[src/inc/brd_pkg.sv]
package brd_pkg;
   // width of the protected register banks
   localparam int         DATA_W        = 8;
   // number of registers cleared by the bus reset
   localparam int         CFG_DEPTH     = 4;
   // number of registers holding wake-event context
   localparam int         PME_DEPTH     = 2;
   localparam int         ADDR_W        = 3;
   // reset value of every register
   localparam logic [7:0] REG_RST_VAL   = 8'h00;
   // address at and above which the wake-context bank starts
   localparam logic [2:0] PME_BASE      = 3'h4;
   // index of the wake-event flag bit inside the context bank
   localparam int         PME_FLAG_BIT  = 0;
   // release-counter value that ends the wait after either reset is released
   localparam logic [1:0] RELEASE_CYC   = 2'h2;

   // states of the sequencer that sees both reset sources together
   typedef enum logic [1:0] {
      BRD_RUN,
      BRD_HOLD,
      BRD_RELEASE
   } brd_state_t;

   // true for an address inside the wake-context bank
   function automatic logic brd_is_pme(input logic [2:0] addr);
      return addr >= PME_BASE;
   endfunction
endpackage

[src/verilog/brd_reg_bank.sv]
// one bank of registers with a qualified synchronous clear
module brd_reg_bank #(
   parameter int DEPTH = 4,
   parameter int WIDTH = 8
) (
   input  wire logic                         i_clk,
   input  wire logic                         i_rst_b,
   input  wire logic                         i_ce,
   input  wire logic                         i_clear,
   input  wire logic                         i_we,
   input  wire logic [$clog2(DEPTH)-1:0]     i_idx,
   input  wire logic [WIDTH-1:0]             i_wdata,
   input  wire logic [$clog2(DEPTH)-1:0]     i_ridx,
   output logic      [WIDTH-1:0]             o_rdata
);
   logic [WIDTH-1:0] mem_r [DEPTH];

   always_ff @(posedge i_clk or negedge i_rst_b) begin
      if (!i_rst_b) begin
         for (int k = 0; k < DEPTH; k++) begin
            mem_r[k] <= '0;
         end
      end else if (i_ce) begin
         if (i_clear) begin
            for (int k = 0; k < DEPTH; k++) begin
               mem_r[k] <= '0;
            end
         end else if (i_we) begin
            mem_r[i_idx] <= i_wdata;
         end
      end
   end

   assign o_rdata = mem_r[i_ridx];
endmodule

[src/verilog/brd_reset_ctrl.sv]
// How it works
// - global reset floats outputs, clears registers
// - global reset holds whole device default
// - later resets use bus reset, keeping wake
// - retention blocks global clear, outputs float
// - all bus inputs sampled on rising clock
// - bus reset floats outputs, clears config bank
// - no transactions accepted during bus reset
// - after bus reset, config bank starts from defaults
// - retention plus bus reset keeps registers
module brd_reset_ctrl
   import brd_pkg::*;
#(
   parameter int WIDTH = brd_pkg::DATA_W
) (
   // clock, power-on reset, enable
   input  wire logic                 I_SYS_CLK,
   input  wire logic                 I_RST_B,
   input  wire logic                 I_CE,
   // reset sources, active low, and retention
   input  wire logic                 I_GLOBAL_RESET_IN_B,
   input  wire logic                 I_BUS_RESET_IN_B,
   input  wire logic                 I_RETAIN,
   // simple transaction port
   input  wire logic                 I_REQ,
   input  wire logic                 I_WR,
   input  wire logic [brd_pkg::ADDR_W-1:0] I_ADDR,
   input  wire logic [WIDTH-1:0]     I_WDATA,
   // wake event from the card side
   input  wire logic                 I_PME_EVENT,
   // outputs with enables
   output logic                      O_ACK,
   output logic      [WIDTH-1:0]     O_RDATA,
   output logic                      O_RDATA_OE,
   output logic                      O_PME,
   output logic                      O_PME_OE,
   output logic                      O_ACTIVE
);
   import brd_pkg::*;

   brd_state_t       state_r;
   brd_state_t       state_nxt;
   logic             glob_rst_r;
   logic             bus_rst_r;
   logic             pme_flag_r;
   logic             retain_r;
   logic             req_r;
   logic             wr_r;
   logic [ADDR_W-1:0] addr_r;
   logic [WIDTH-1:0] wdata_r;
   logic             pme_ev_r;
   logic [1:0]       rel_cnt_r;
   logic             any_rst;
   logic             run;
   logic             cfg_clear;
   logic             pme_clear;
   logic             acc;
   logic [WIDTH-1:0] cfg_rd;
   logic [WIDTH-1:0] pme_rd;
   logic [WIDTH-1:0] pme_wd;
   logic             pme_we;

   always_ff @(posedge I_SYS_CLK or negedge I_RST_B) begin
      if (!I_RST_B) begin
         glob_rst_r <= 1'b1;
         bus_rst_r  <= 1'b1;
         retain_r <= 1'b0;
         req_r    <= 1'b0;
         wr_r     <= 1'b0;
         addr_r   <= '0;
         wdata_r  <= '0;
         pme_ev_r <= 1'b0;
      end else if (I_CE) begin
         glob_rst_r <= !I_GLOBAL_RESET_IN_B;
         bus_rst_r  <= !I_BUS_RESET_IN_B;
         retain_r <= I_RETAIN;
         req_r    <= I_REQ;
         wr_r     <= I_WR;
         addr_r   <= I_ADDR;
         wdata_r  <= I_WDATA;
         pme_ev_r <= I_PME_EVENT;
      end
   end

   assign any_rst = glob_rst_r || bus_rst_r;
   assign cfg_clear = any_rst && !retain_r;
   assign pme_clear = glob_rst_r && !retain_r;
   // no work while held in reset
   assign run = (state_r == BRD_RUN) && !any_rst;
   assign acc = run && req_r;

   always_comb begin
      state_nxt = state_r;
      unique case (state_r)
         BRD_RUN:     if (any_rst) state_nxt = BRD_HOLD;
         BRD_HOLD:    if (!any_rst) state_nxt = BRD_RELEASE;
         BRD_RELEASE: begin
            if (any_rst) begin
               state_nxt = BRD_HOLD;
            end else if (rel_cnt_r == RELEASE_CYC) begin
               state_nxt = BRD_RUN;
            end
         end
      endcase
   end

   always_ff @(posedge I_SYS_CLK or negedge I_RST_B) begin
      if (!I_RST_B) begin
         state_r <= BRD_HOLD;
      end else if (I_CE) begin
         state_r <= state_nxt;
      end
   end

   // short settle time before serving after release
   always_ff @(posedge I_SYS_CLK or negedge I_RST_B) begin
      if (!I_RST_B) begin
         rel_cnt_r <= '0;
      end else if (I_CE) begin
         if (state_r == BRD_RELEASE && !any_rst) begin
            rel_cnt_r <= rel_cnt_r + 2'h1;
         end else begin
            rel_cnt_r <= '0;
         end
      end
   end

   brd_reg_bank #(.DEPTH(CFG_DEPTH), .WIDTH(WIDTH)) u_cfg (
      .i_clk   (I_SYS_CLK),
      .i_rst_b (I_RST_B),
      .i_ce    (I_CE),
      .i_clear (cfg_clear),
      .i_we    (acc && wr_r && !brd_is_pme(addr_r)),
      .i_idx   (addr_r[1:0]),
      .i_wdata (wdata_r),
      .i_ridx  (addr_r[1:0]),
      .o_rdata (cfg_rd)
   );

   // wake flag sets even outside run, set wins over write
   // limitation: a write to the second wake word is lost under an event
   always_comb begin
      pme_wd = (acc && wr_r && brd_is_pme(addr_r) && !(pme_ev_r && addr_r[0])) ?
               wdata_r : pme_rd;
      if (pme_ev_r) begin
         pme_wd[PME_FLAG_BIT] = 1'b1;
      end
   end
   assign pme_we = (acc && wr_r && brd_is_pme(addr_r)) || pme_ev_r;

   // only global reset clears wake bank
   brd_reg_bank #(.DEPTH(PME_DEPTH), .WIDTH(WIDTH)) u_pme (
      .i_clk   (I_SYS_CLK),
      .i_rst_b (I_RST_B),
      .i_ce    (I_CE),
      .i_clear (pme_clear),
      .i_we    (pme_we),
      .i_idx   (pme_ev_r ? 1'b0 : addr_r[0]),
      .i_wdata (pme_wd),
      .i_ridx  (pme_ev_r ? 1'b0 : addr_r[0]),
      .o_rdata (pme_rd)
   );

   // mirror of the wake flag so the pin never follows the read index
   always_ff @(posedge I_SYS_CLK or negedge I_RST_B) begin
      if (!I_RST_B) begin
         pme_flag_r <= 1'b0;
      end else if (I_CE) begin
         if (pme_clear) begin
            pme_flag_r <= 1'b0;
         end else if (pme_ev_r) begin
            pme_flag_r <= 1'b1;
         end else if (acc && wr_r && addr_r == PME_BASE) begin
            pme_flag_r <= wdata_r[PME_FLAG_BIT];
         end
      end
   end

   always_ff @(posedge I_SYS_CLK or negedge I_RST_B) begin
      if (!I_RST_B) begin
         O_ACK      <= 1'b0;
         O_RDATA    <= REG_RST_VAL;
         O_RDATA_OE <= 1'b0;
         O_PME      <= 1'b0;
         O_PME_OE   <= 1'b0;
         O_ACTIVE   <= 1'b0;
      end else if (I_CE) begin
         O_ACK      <= acc;
         O_RDATA    <= (acc && !wr_r) ?
                       (brd_is_pme(addr_r) ? pme_rd : cfg_rd) : REG_RST_VAL;
         O_RDATA_OE <= acc && !wr_r;
         O_PME      <= run && pme_flag_r;
         O_PME_OE   <= run;
         O_ACTIVE   <= run;
      end
   end
endmodule
[config.mk]
export PLATFORM = sky130hd
export DESIGN_NAME = brd_reset_ctrl
export DESIGN_NICKNAME = d
export VERILOG_FILES = /design/src/inc/brd_pkg.sv /design/src/verilog/brd_reg_bank.sv /design/src/verilog/brd_reset_ctrl.sv
export SDC_FILE = /design/constraint.sdc
export NUM_CORES = 1
export LEC_CHECK = 0
export BUFFER_PORTS_ARGS = -buffer_cell sky130_fd_sc_hd__buf_4
export CAP_MARGIN = 15
export CORE_AREA = 3 3 82 84
export DETAILED_ROUTE_END_ITERATION = 7
export DIE_AREA = 0 0 85 87
export PLACE_DENSITY = 0.93
export SYNTH_ARGS = -nofsm -noshare
export SYNTH_HDL_FRONTEND = slang
export SYNTH_SLANG_ARGS = --single-unit
[constraint.sdc]
create_clock -name I_SYS_CLK -period 5.22 [get_ports I_SYS_CLK]
set_input_delay 0.522 -clock I_SYS_CLK [delete_from_list [all_inputs] [get_ports I_SYS_CLK]]
set_output_delay 0.522 -clock I_SYS_CLK [all_outputs]
set_load 0.05 [all_outputs]
# Yosys cells after proc, flatten, opt, wreduce, memory -nomap -nowiden
# Index checks and enable logic that the tools add are counted.
[word_totals]
regBits = 82
input_bits = 20
out_inout_bits = 13
wordCells = 99
[op_classes]
addsub = 1
magnitude_cmp = 5
eq_ne = 7
mux = 30
bitwise = 2
reduce_logical = 32
[op_table]
columns = ["cell", "n"]
rows = [
  ["$mux W8", 10],
  ["$mux W32", 2],
  ["$bwmux W32", 1],
  ["$mux W16", 2],
  ["$bmux W8 S2", 1],
  ["$bwmux W16", 1],
  ["$demux W8 S2", 1],
  ["$logic_and A1 B1 Y1", 15],
  ["$mux W2", 5],
  ["$demux W8 S1", 1],
  ["$logic_not A1 Y1", 7],
  ["$ge A3 B3 Y1 const B", 2],
  ["$pmux W2 S3", 1],
  ["$reduce_and A2 Y1", 3],
  ["$mux W1", 5],
  ["$eq A2 B2 Y1 const B", 2],
  ["$ne A2 B2 Y1 const B", 2],
  ["$reduce_and A4 Y1", 1],
  ["$reduce_bool A2 Y1", 2],
  ["$eq A3 B3 Y1 const B", 1],
  ["$lt A3 B1 Y1 const B", 1],
  ["$ne A3 B3 Y1 const B", 1],
  ["$not A2 Y3", 1],
  ["$reduce_bool A3 Y1", 1],
  ["7 further kinds", 8],
]

# Longest topological paths before layout
[depth]
ltp_word = 12
depth_mapped = 7
mapped_depth_nobuf = 5

# Modules after synthesis
# A second synthesis with hierarchy kept.
[hier_totals]
hier_cells = 389
hier_area_um2 = 4448.0
[modules_own_cells]
columns = ["module", "n_inst", "cells_per_inst", "area_each_um2", "seq_area_each_um2"]
rows = [
  ["brd_reg_bank (u_cfg)", 1, 161, 1808.0, 800.8],
  ["brd_reset_ctrl", 1, 126, 1605.3, 854.6],
  ["brd_reg_bank (u_pme)", 1, 102, 1034.7, 400.4],
]

# Worst setup path after synthesis
# Ideal clock, no wire load.
[synth_path]
path_kind = "register -> register"
start = "register bus_rst_r"
end = "register u_pme.mem_r[5] (netlist name)"
setup_ps = 121
arrival_time_ps = 1848
t_required_ps = 5099
slack_ps = 3251
path_stages_with_launch = 6
n_path_buf = 1
synth_period_minus_slack_ps = 1969
cell_sequence = "dfstp_2 or4_4 a211o_1 buf_6 mux2_4 a22o_2"
[synth_between]
elab_chain_cells = 11
word_cells_on_any_way = 14
classes_between = "mux: 4; reduce/logical: 10"
[synth_lines]
columns = ["item", "line", "rtl"]
rows = [
  ["from (decl)", "brd_reset_ctrl.sv:44", "logic bus_rst_r;"],
  ["from (signal assigned)", "brd_reset_ctrl.sv:75", "bus_rst_r <= !I_BUS_RESET_IN_B;"],
  ["$logic_or A1 B1 Y1 (*)", "brd_reset_ctrl.sv:85", "assign any_rst = glob_rst_r || bus_rst_r;"],
  ["$logic_not A1 Y1 (*)", "brd_reset_ctrl.sv:89", "assign run = (state_r == BRD_RUN) && !any_rst;"],
  ["$logic_and A1 B1 Y1 (*)", "brd_reset_ctrl.sv:89", ""],
  ["$logic_and A1 B1 Y1 (*)", "brd_reset_ctrl.sv:90", "assign acc = run && req_r;"],
  ["$logic_and A1 B1 Y1 (*) (2 in a row)", "brd_reset_ctrl.sv:143, brd_reset_ctrl.sv:149", ""],
  ["$logic_and A1 B1 Y1", "brd_reset_ctrl.sv:143", "pme_wd = (acc && wr_r && brd_is_pme(addr_r) && !(pme_ev_r && addr_r[0])) ?"],
  ["$mux W8", "brd_reset_ctrl.sv:143", ""],
  ["$bwmux W16", "brd_reg_bank.sv:29", "mem_r[i_idx] <= i_wdata;"],
  ["$mux W16", "brd_reg_bank.sv:28", "end else if (i_we) begin"],
  ["$mux W16", "brd_reg_bank.sv:24", "if (i_clear) begin"],
  ["to (signal, indexed assignment)", "brd_reg_bank.sv:29", ""],
  ["to (decl)", "brd_reg_bank.sv:16", "logic [WIDTH-1:0] mem_r [DEPTH];"],
]
# Mark *: on every way between the ends. The rest lies on a longest branch, timed or not. The select of a mux whose other input is x is not followed.
# A chain may end at the register's enable or synchronous reset.

# Worst setup path after layout
[layout_path]
start = "register addr_r[0]"
end = "register u_pme.mem_r[5] (netlist name)"
[layout_between]
elab_chain_cells = 9
word_cells_on_any_way = 22
classes_between = "order compare: 3; mux: 10; bitwise: 1; reduce/logical: 8"
[layout_lines]
columns = ["item", "line", "rtl"]
rows = [
  ["from (decl)", "brd_reset_ctrl.sv:49", "logic [ADDR_W-1:0] addr_r;"],
  ["from (signal assigned)", "brd_reset_ctrl.sv:70", "addr_r <= '0;"],
  ["from (signal assigned)", "brd_reset_ctrl.sv:79", "addr_r <= I_ADDR;"],
  ["$mux W1", "brd_reset_ctrl.sv:158, brd_reset_ctrl.sv:160", ""],
  ["$not A1 Y2 (not written as such)", "brd_reg_bank.sv:29, brd_reg_bank.sv:34", ""],
  ["$ge A2 B2 Y1 (not written as such) (tied with other cells)", "brd_reg_bank.sv:29", ""],
  ["$logic_and A1 B1 Y1 (not written as such) / $mux W8 (equally long branches)", "brd_reg_bank.sv:29, brd_reg_bank.sv:34", ""],
  ["$mux W8, on equally long branches", "brd_reg_bank.sv:29, brd_reg_bank.sv:34", ""],
  ["$demux W8 S1 / $mux W8 (equally long branches)", "brd_reg_bank.sv:29, brd_reset_ctrl.sv:143", ""],
  ["$bwmux W16", "brd_reg_bank.sv:29", ""],
  ["$mux W16", "brd_reg_bank.sv:28", ""],
  ["$mux W16", "brd_reg_bank.sv:24", ""],
]
# Parallel ways exist; a longest one is shown, timed or not. The select of a mux whose other input is x is not followed.

==> reports/metrics.cfg <==
[pwr]
max-vdd-ir-drop_mv=0.245
p_total_uw=1370
p_leak_uw=0.00210
power_density_nw_per_um2=316

[logic_synthesis]
yosys-top-cells-area=dfrtp_1 (51%), mux2_2 (7.8%), mux2i_1 (6.2%)
ys_ff_latch=82
synth_nets=353
synth_top_area_frac=0.509
async_reset_ff_frac=1.00
syn_area_um2=3890
synth-edff-count=0
yosys.area.top_type=dfrtp_1
avgSynthCellArea_um2=11.7
synthCells=332
yosys_warnings=0
synth_top_flop_cell=dfrtp_1
yosysSeqAreaShare=0.529
yosysUniqueCellTypes=45

[global_routing]
grt_max_degree=83
grt_overflow=0
grt_first_pass_wirelength_mm=13.4
track_usage=0.235
grt_pass1_vias=2700
antenna_found_initial=0

[setup_path]
worst-setup-path-type=flop to flop
crit_path_start_kind=flop
crit_chain=nor2b_1 > mux2_2 > mux2_4 > a22o_2
critPathRequiredTime_ns=5.47
worstPathArrival_ns=2.95
cp-end-kind=flop
critical_path.top_delay_family=flip-flops
slowest_stage=dfrtp_1
crit_buf_inv=0
max_stage_delay_ns=0.90
crit_fanout=18

[sta]
hold_viol_final=0
setup_viol=0
rsz0062_at_grt=no
slew_headroom=0.305
slew_viol_final=0
fin_crit_ns=2.70
finalClockSkew_ns=0.00990
finalCritPeriodShare=0.518
worst-slew-pin-transition_ns=1.03
fmax_mhz=370
setup_tns_ns=0

[cells_and_area]
regArea_um2=2060
antennaDiodeCount=0
drive_gt1_frac=0.287
nets=375
fillers=381
multiInputGateArea_um2=1620
area_growth_pct=11.8

[routing]
via_count=2625
wirelength_mm=8.15
drc_errors=0
drt_iter0_drc=225
ant_nets=0
drt_pass1_iterations=5
post_drt_wl_per_cell_um=18.8
via_per_inst=6.05

[clock_tree]
clock_latency_ns=0.36
clock-root-buffer=clkbuf_8
htree_levels=3
clockBufferDepth=2
postCtsHoldBufs=0
post-cts-setup-buffer-count=0
cts_buffers=9
cts_resized=0
clk_pin_slew_ns=0.09
clock_sinks=82
cts_tree=yes

[die]
die_x_um=85
die_h_um=87
pin_count=33
fp.dieArea_um2=7400
rows=28
initial_core_util=0.649
core_um2=5990

[hold_path]
hold_path_class=input port to flop

[place]
place_congestion=0.808
hpwl_mm=5.10
io_buffers=32

[run_status]
outcome=complete, no violations

[run]
maxCapViolCount=0

-- routing by layer --
layer  track usage  wire length [µm]
met3        0.0416               405
met5             0                 0
met1         0.308              3550
met4         0.122               195
met2         0.377              3990
-- final timing paths --
path	start	end	slack, ns	depth (start not counted)
max	addr_r[0]	u_pme.mem_r[5]	2.52	4
min	I_BUS_RESET_IN_B	bus_rst_r	0.28	2
max reg2reg	addr_r[0]	u_pme.mem_r[5]	2.52	4
min reg2reg	u_pme.mem_r[1]	u_pme.mem_r[1]	0.50	1
max in group asynchronous	I_RST_B	u_cfg.mem_r[29]	4.22	1
min in group asynchronous	I_RST_B	u_cfg.mem_r[3]	0.30	1
-- metrics by stage --
step | hold slack, ns | area [µm²] | setup slack (ns) | utilization | cells
global placement | 0.477 | 4090 | 2.59 | 0.683 | 417
global route | 0.281 | 4340 | 2.37 | 0.725 | 434
detailed placement | 0.480 | 4090 | 2.51 | 0.683 | 417
floorplan | 0.226 | 3890 | 3.25 | - | 332
finish | 0.282 | 4340 | 2.52 | 0.725 | 434
CTS | 0.277 | 4340 | 2.54 | 0.724 | 433
-- power breakdown --
group | switching [µW] | internal (µW) | leakage, µW
clock network | 240 | 320 | 0.000113
logic | 62.4 | 52.5 | 0.000886
registers | 38.7 | 657 | 0.00110
-- registers in the layout, indices dropped and copies added (netlist names), 2 cells and up --
| register | flops |
|---|---|
| O_RDATA | 8 |
| addr_r | 3 |
| rel_cnt_r | 2 |
| state_r | 2 |
| u_cfg.mem_r | 32 |
| u_pme.mem_r | 16 |
| wdata_r | 8 |
-- cells in the mapped netlist, types with 2 or more instances --
master    instances
dfrtp_1          79
nand2_1          52
inv_1            22
mux2_4            7
o21ai_0          22
mux4_2            8
mux2i_1          24
buf_2             3
or2_2             2
or3_1             2
buf_4             2
nand3_1           2
buf_6             3
dfstp_2           3
clkbuf_1         12
o221a_2           2
mux2_2           27
a21oi_1           2
nor2b_1           2
a22o_1           14
nand2b_1          2
nand3b_1          2
nor3_1            2
nor2_1            7
o22ai_1           9
-- cells by family after synthesis --
logic type / Yosys count / share of synthesized area
DFF: 82 / 0.529
and+or+nand+nor: 83 / 0.103
AOI/OAI and AO/OA: 56 / 0.0976
adders and majority gates: 1 / 0.00322
buffers and inverters: 44 / 0.0538
muxes: 66 / 0.213
-- final cells by class --
| class | count | share of cell area |
|---|---|---|
| clock inverters | 6 | 0.0262 |
| well taps | 75 | 0.0216 |
| multi-input cells | 206 | 0.373 |
| clock buffers | 10 | 0.0294 |
| inverters | 22 | 0.0190 |
| repair buffers | 33 | 0.0570 |
| flip-flops and latches | 82 | 0.473 |
-- cell usage in the layout, fill, tap and decap left out, types with 2 or more instances in the layout --
cell type / netlist / final
dfstp_2: 3 / 3
mux2_4: 7 / 7
bufinv_16: 0 / 3
mux2_2: 27 / 27
o22ai_1: 9 / 9
mux4_2: 8 / 8
nor2b_1: 2 / 2
inv_1: 22 / 22
dfrtp_1: 79 / 79
a22o_1: 14 / 14
o21ai_0: 22 / 22
clkinvlp_4: 0 / 2
nand3_1: 2 / 2
mux2i_1: 24 / 24
o221a_2: 2 / 2
clkbuf_8: 1 / 9
buf_4: 2 / 33
or2_2: 2 / 2
nand2_1: 52 / 52
nand3b_1: 2 / 2
nand2b_1: 2 / 2
nor3_1: 2 / 2
a21oi_1: 2 / 2
nor2_1: 7 / 7
or3_1: 2 / 2
(Power assumes the default switching activity.)
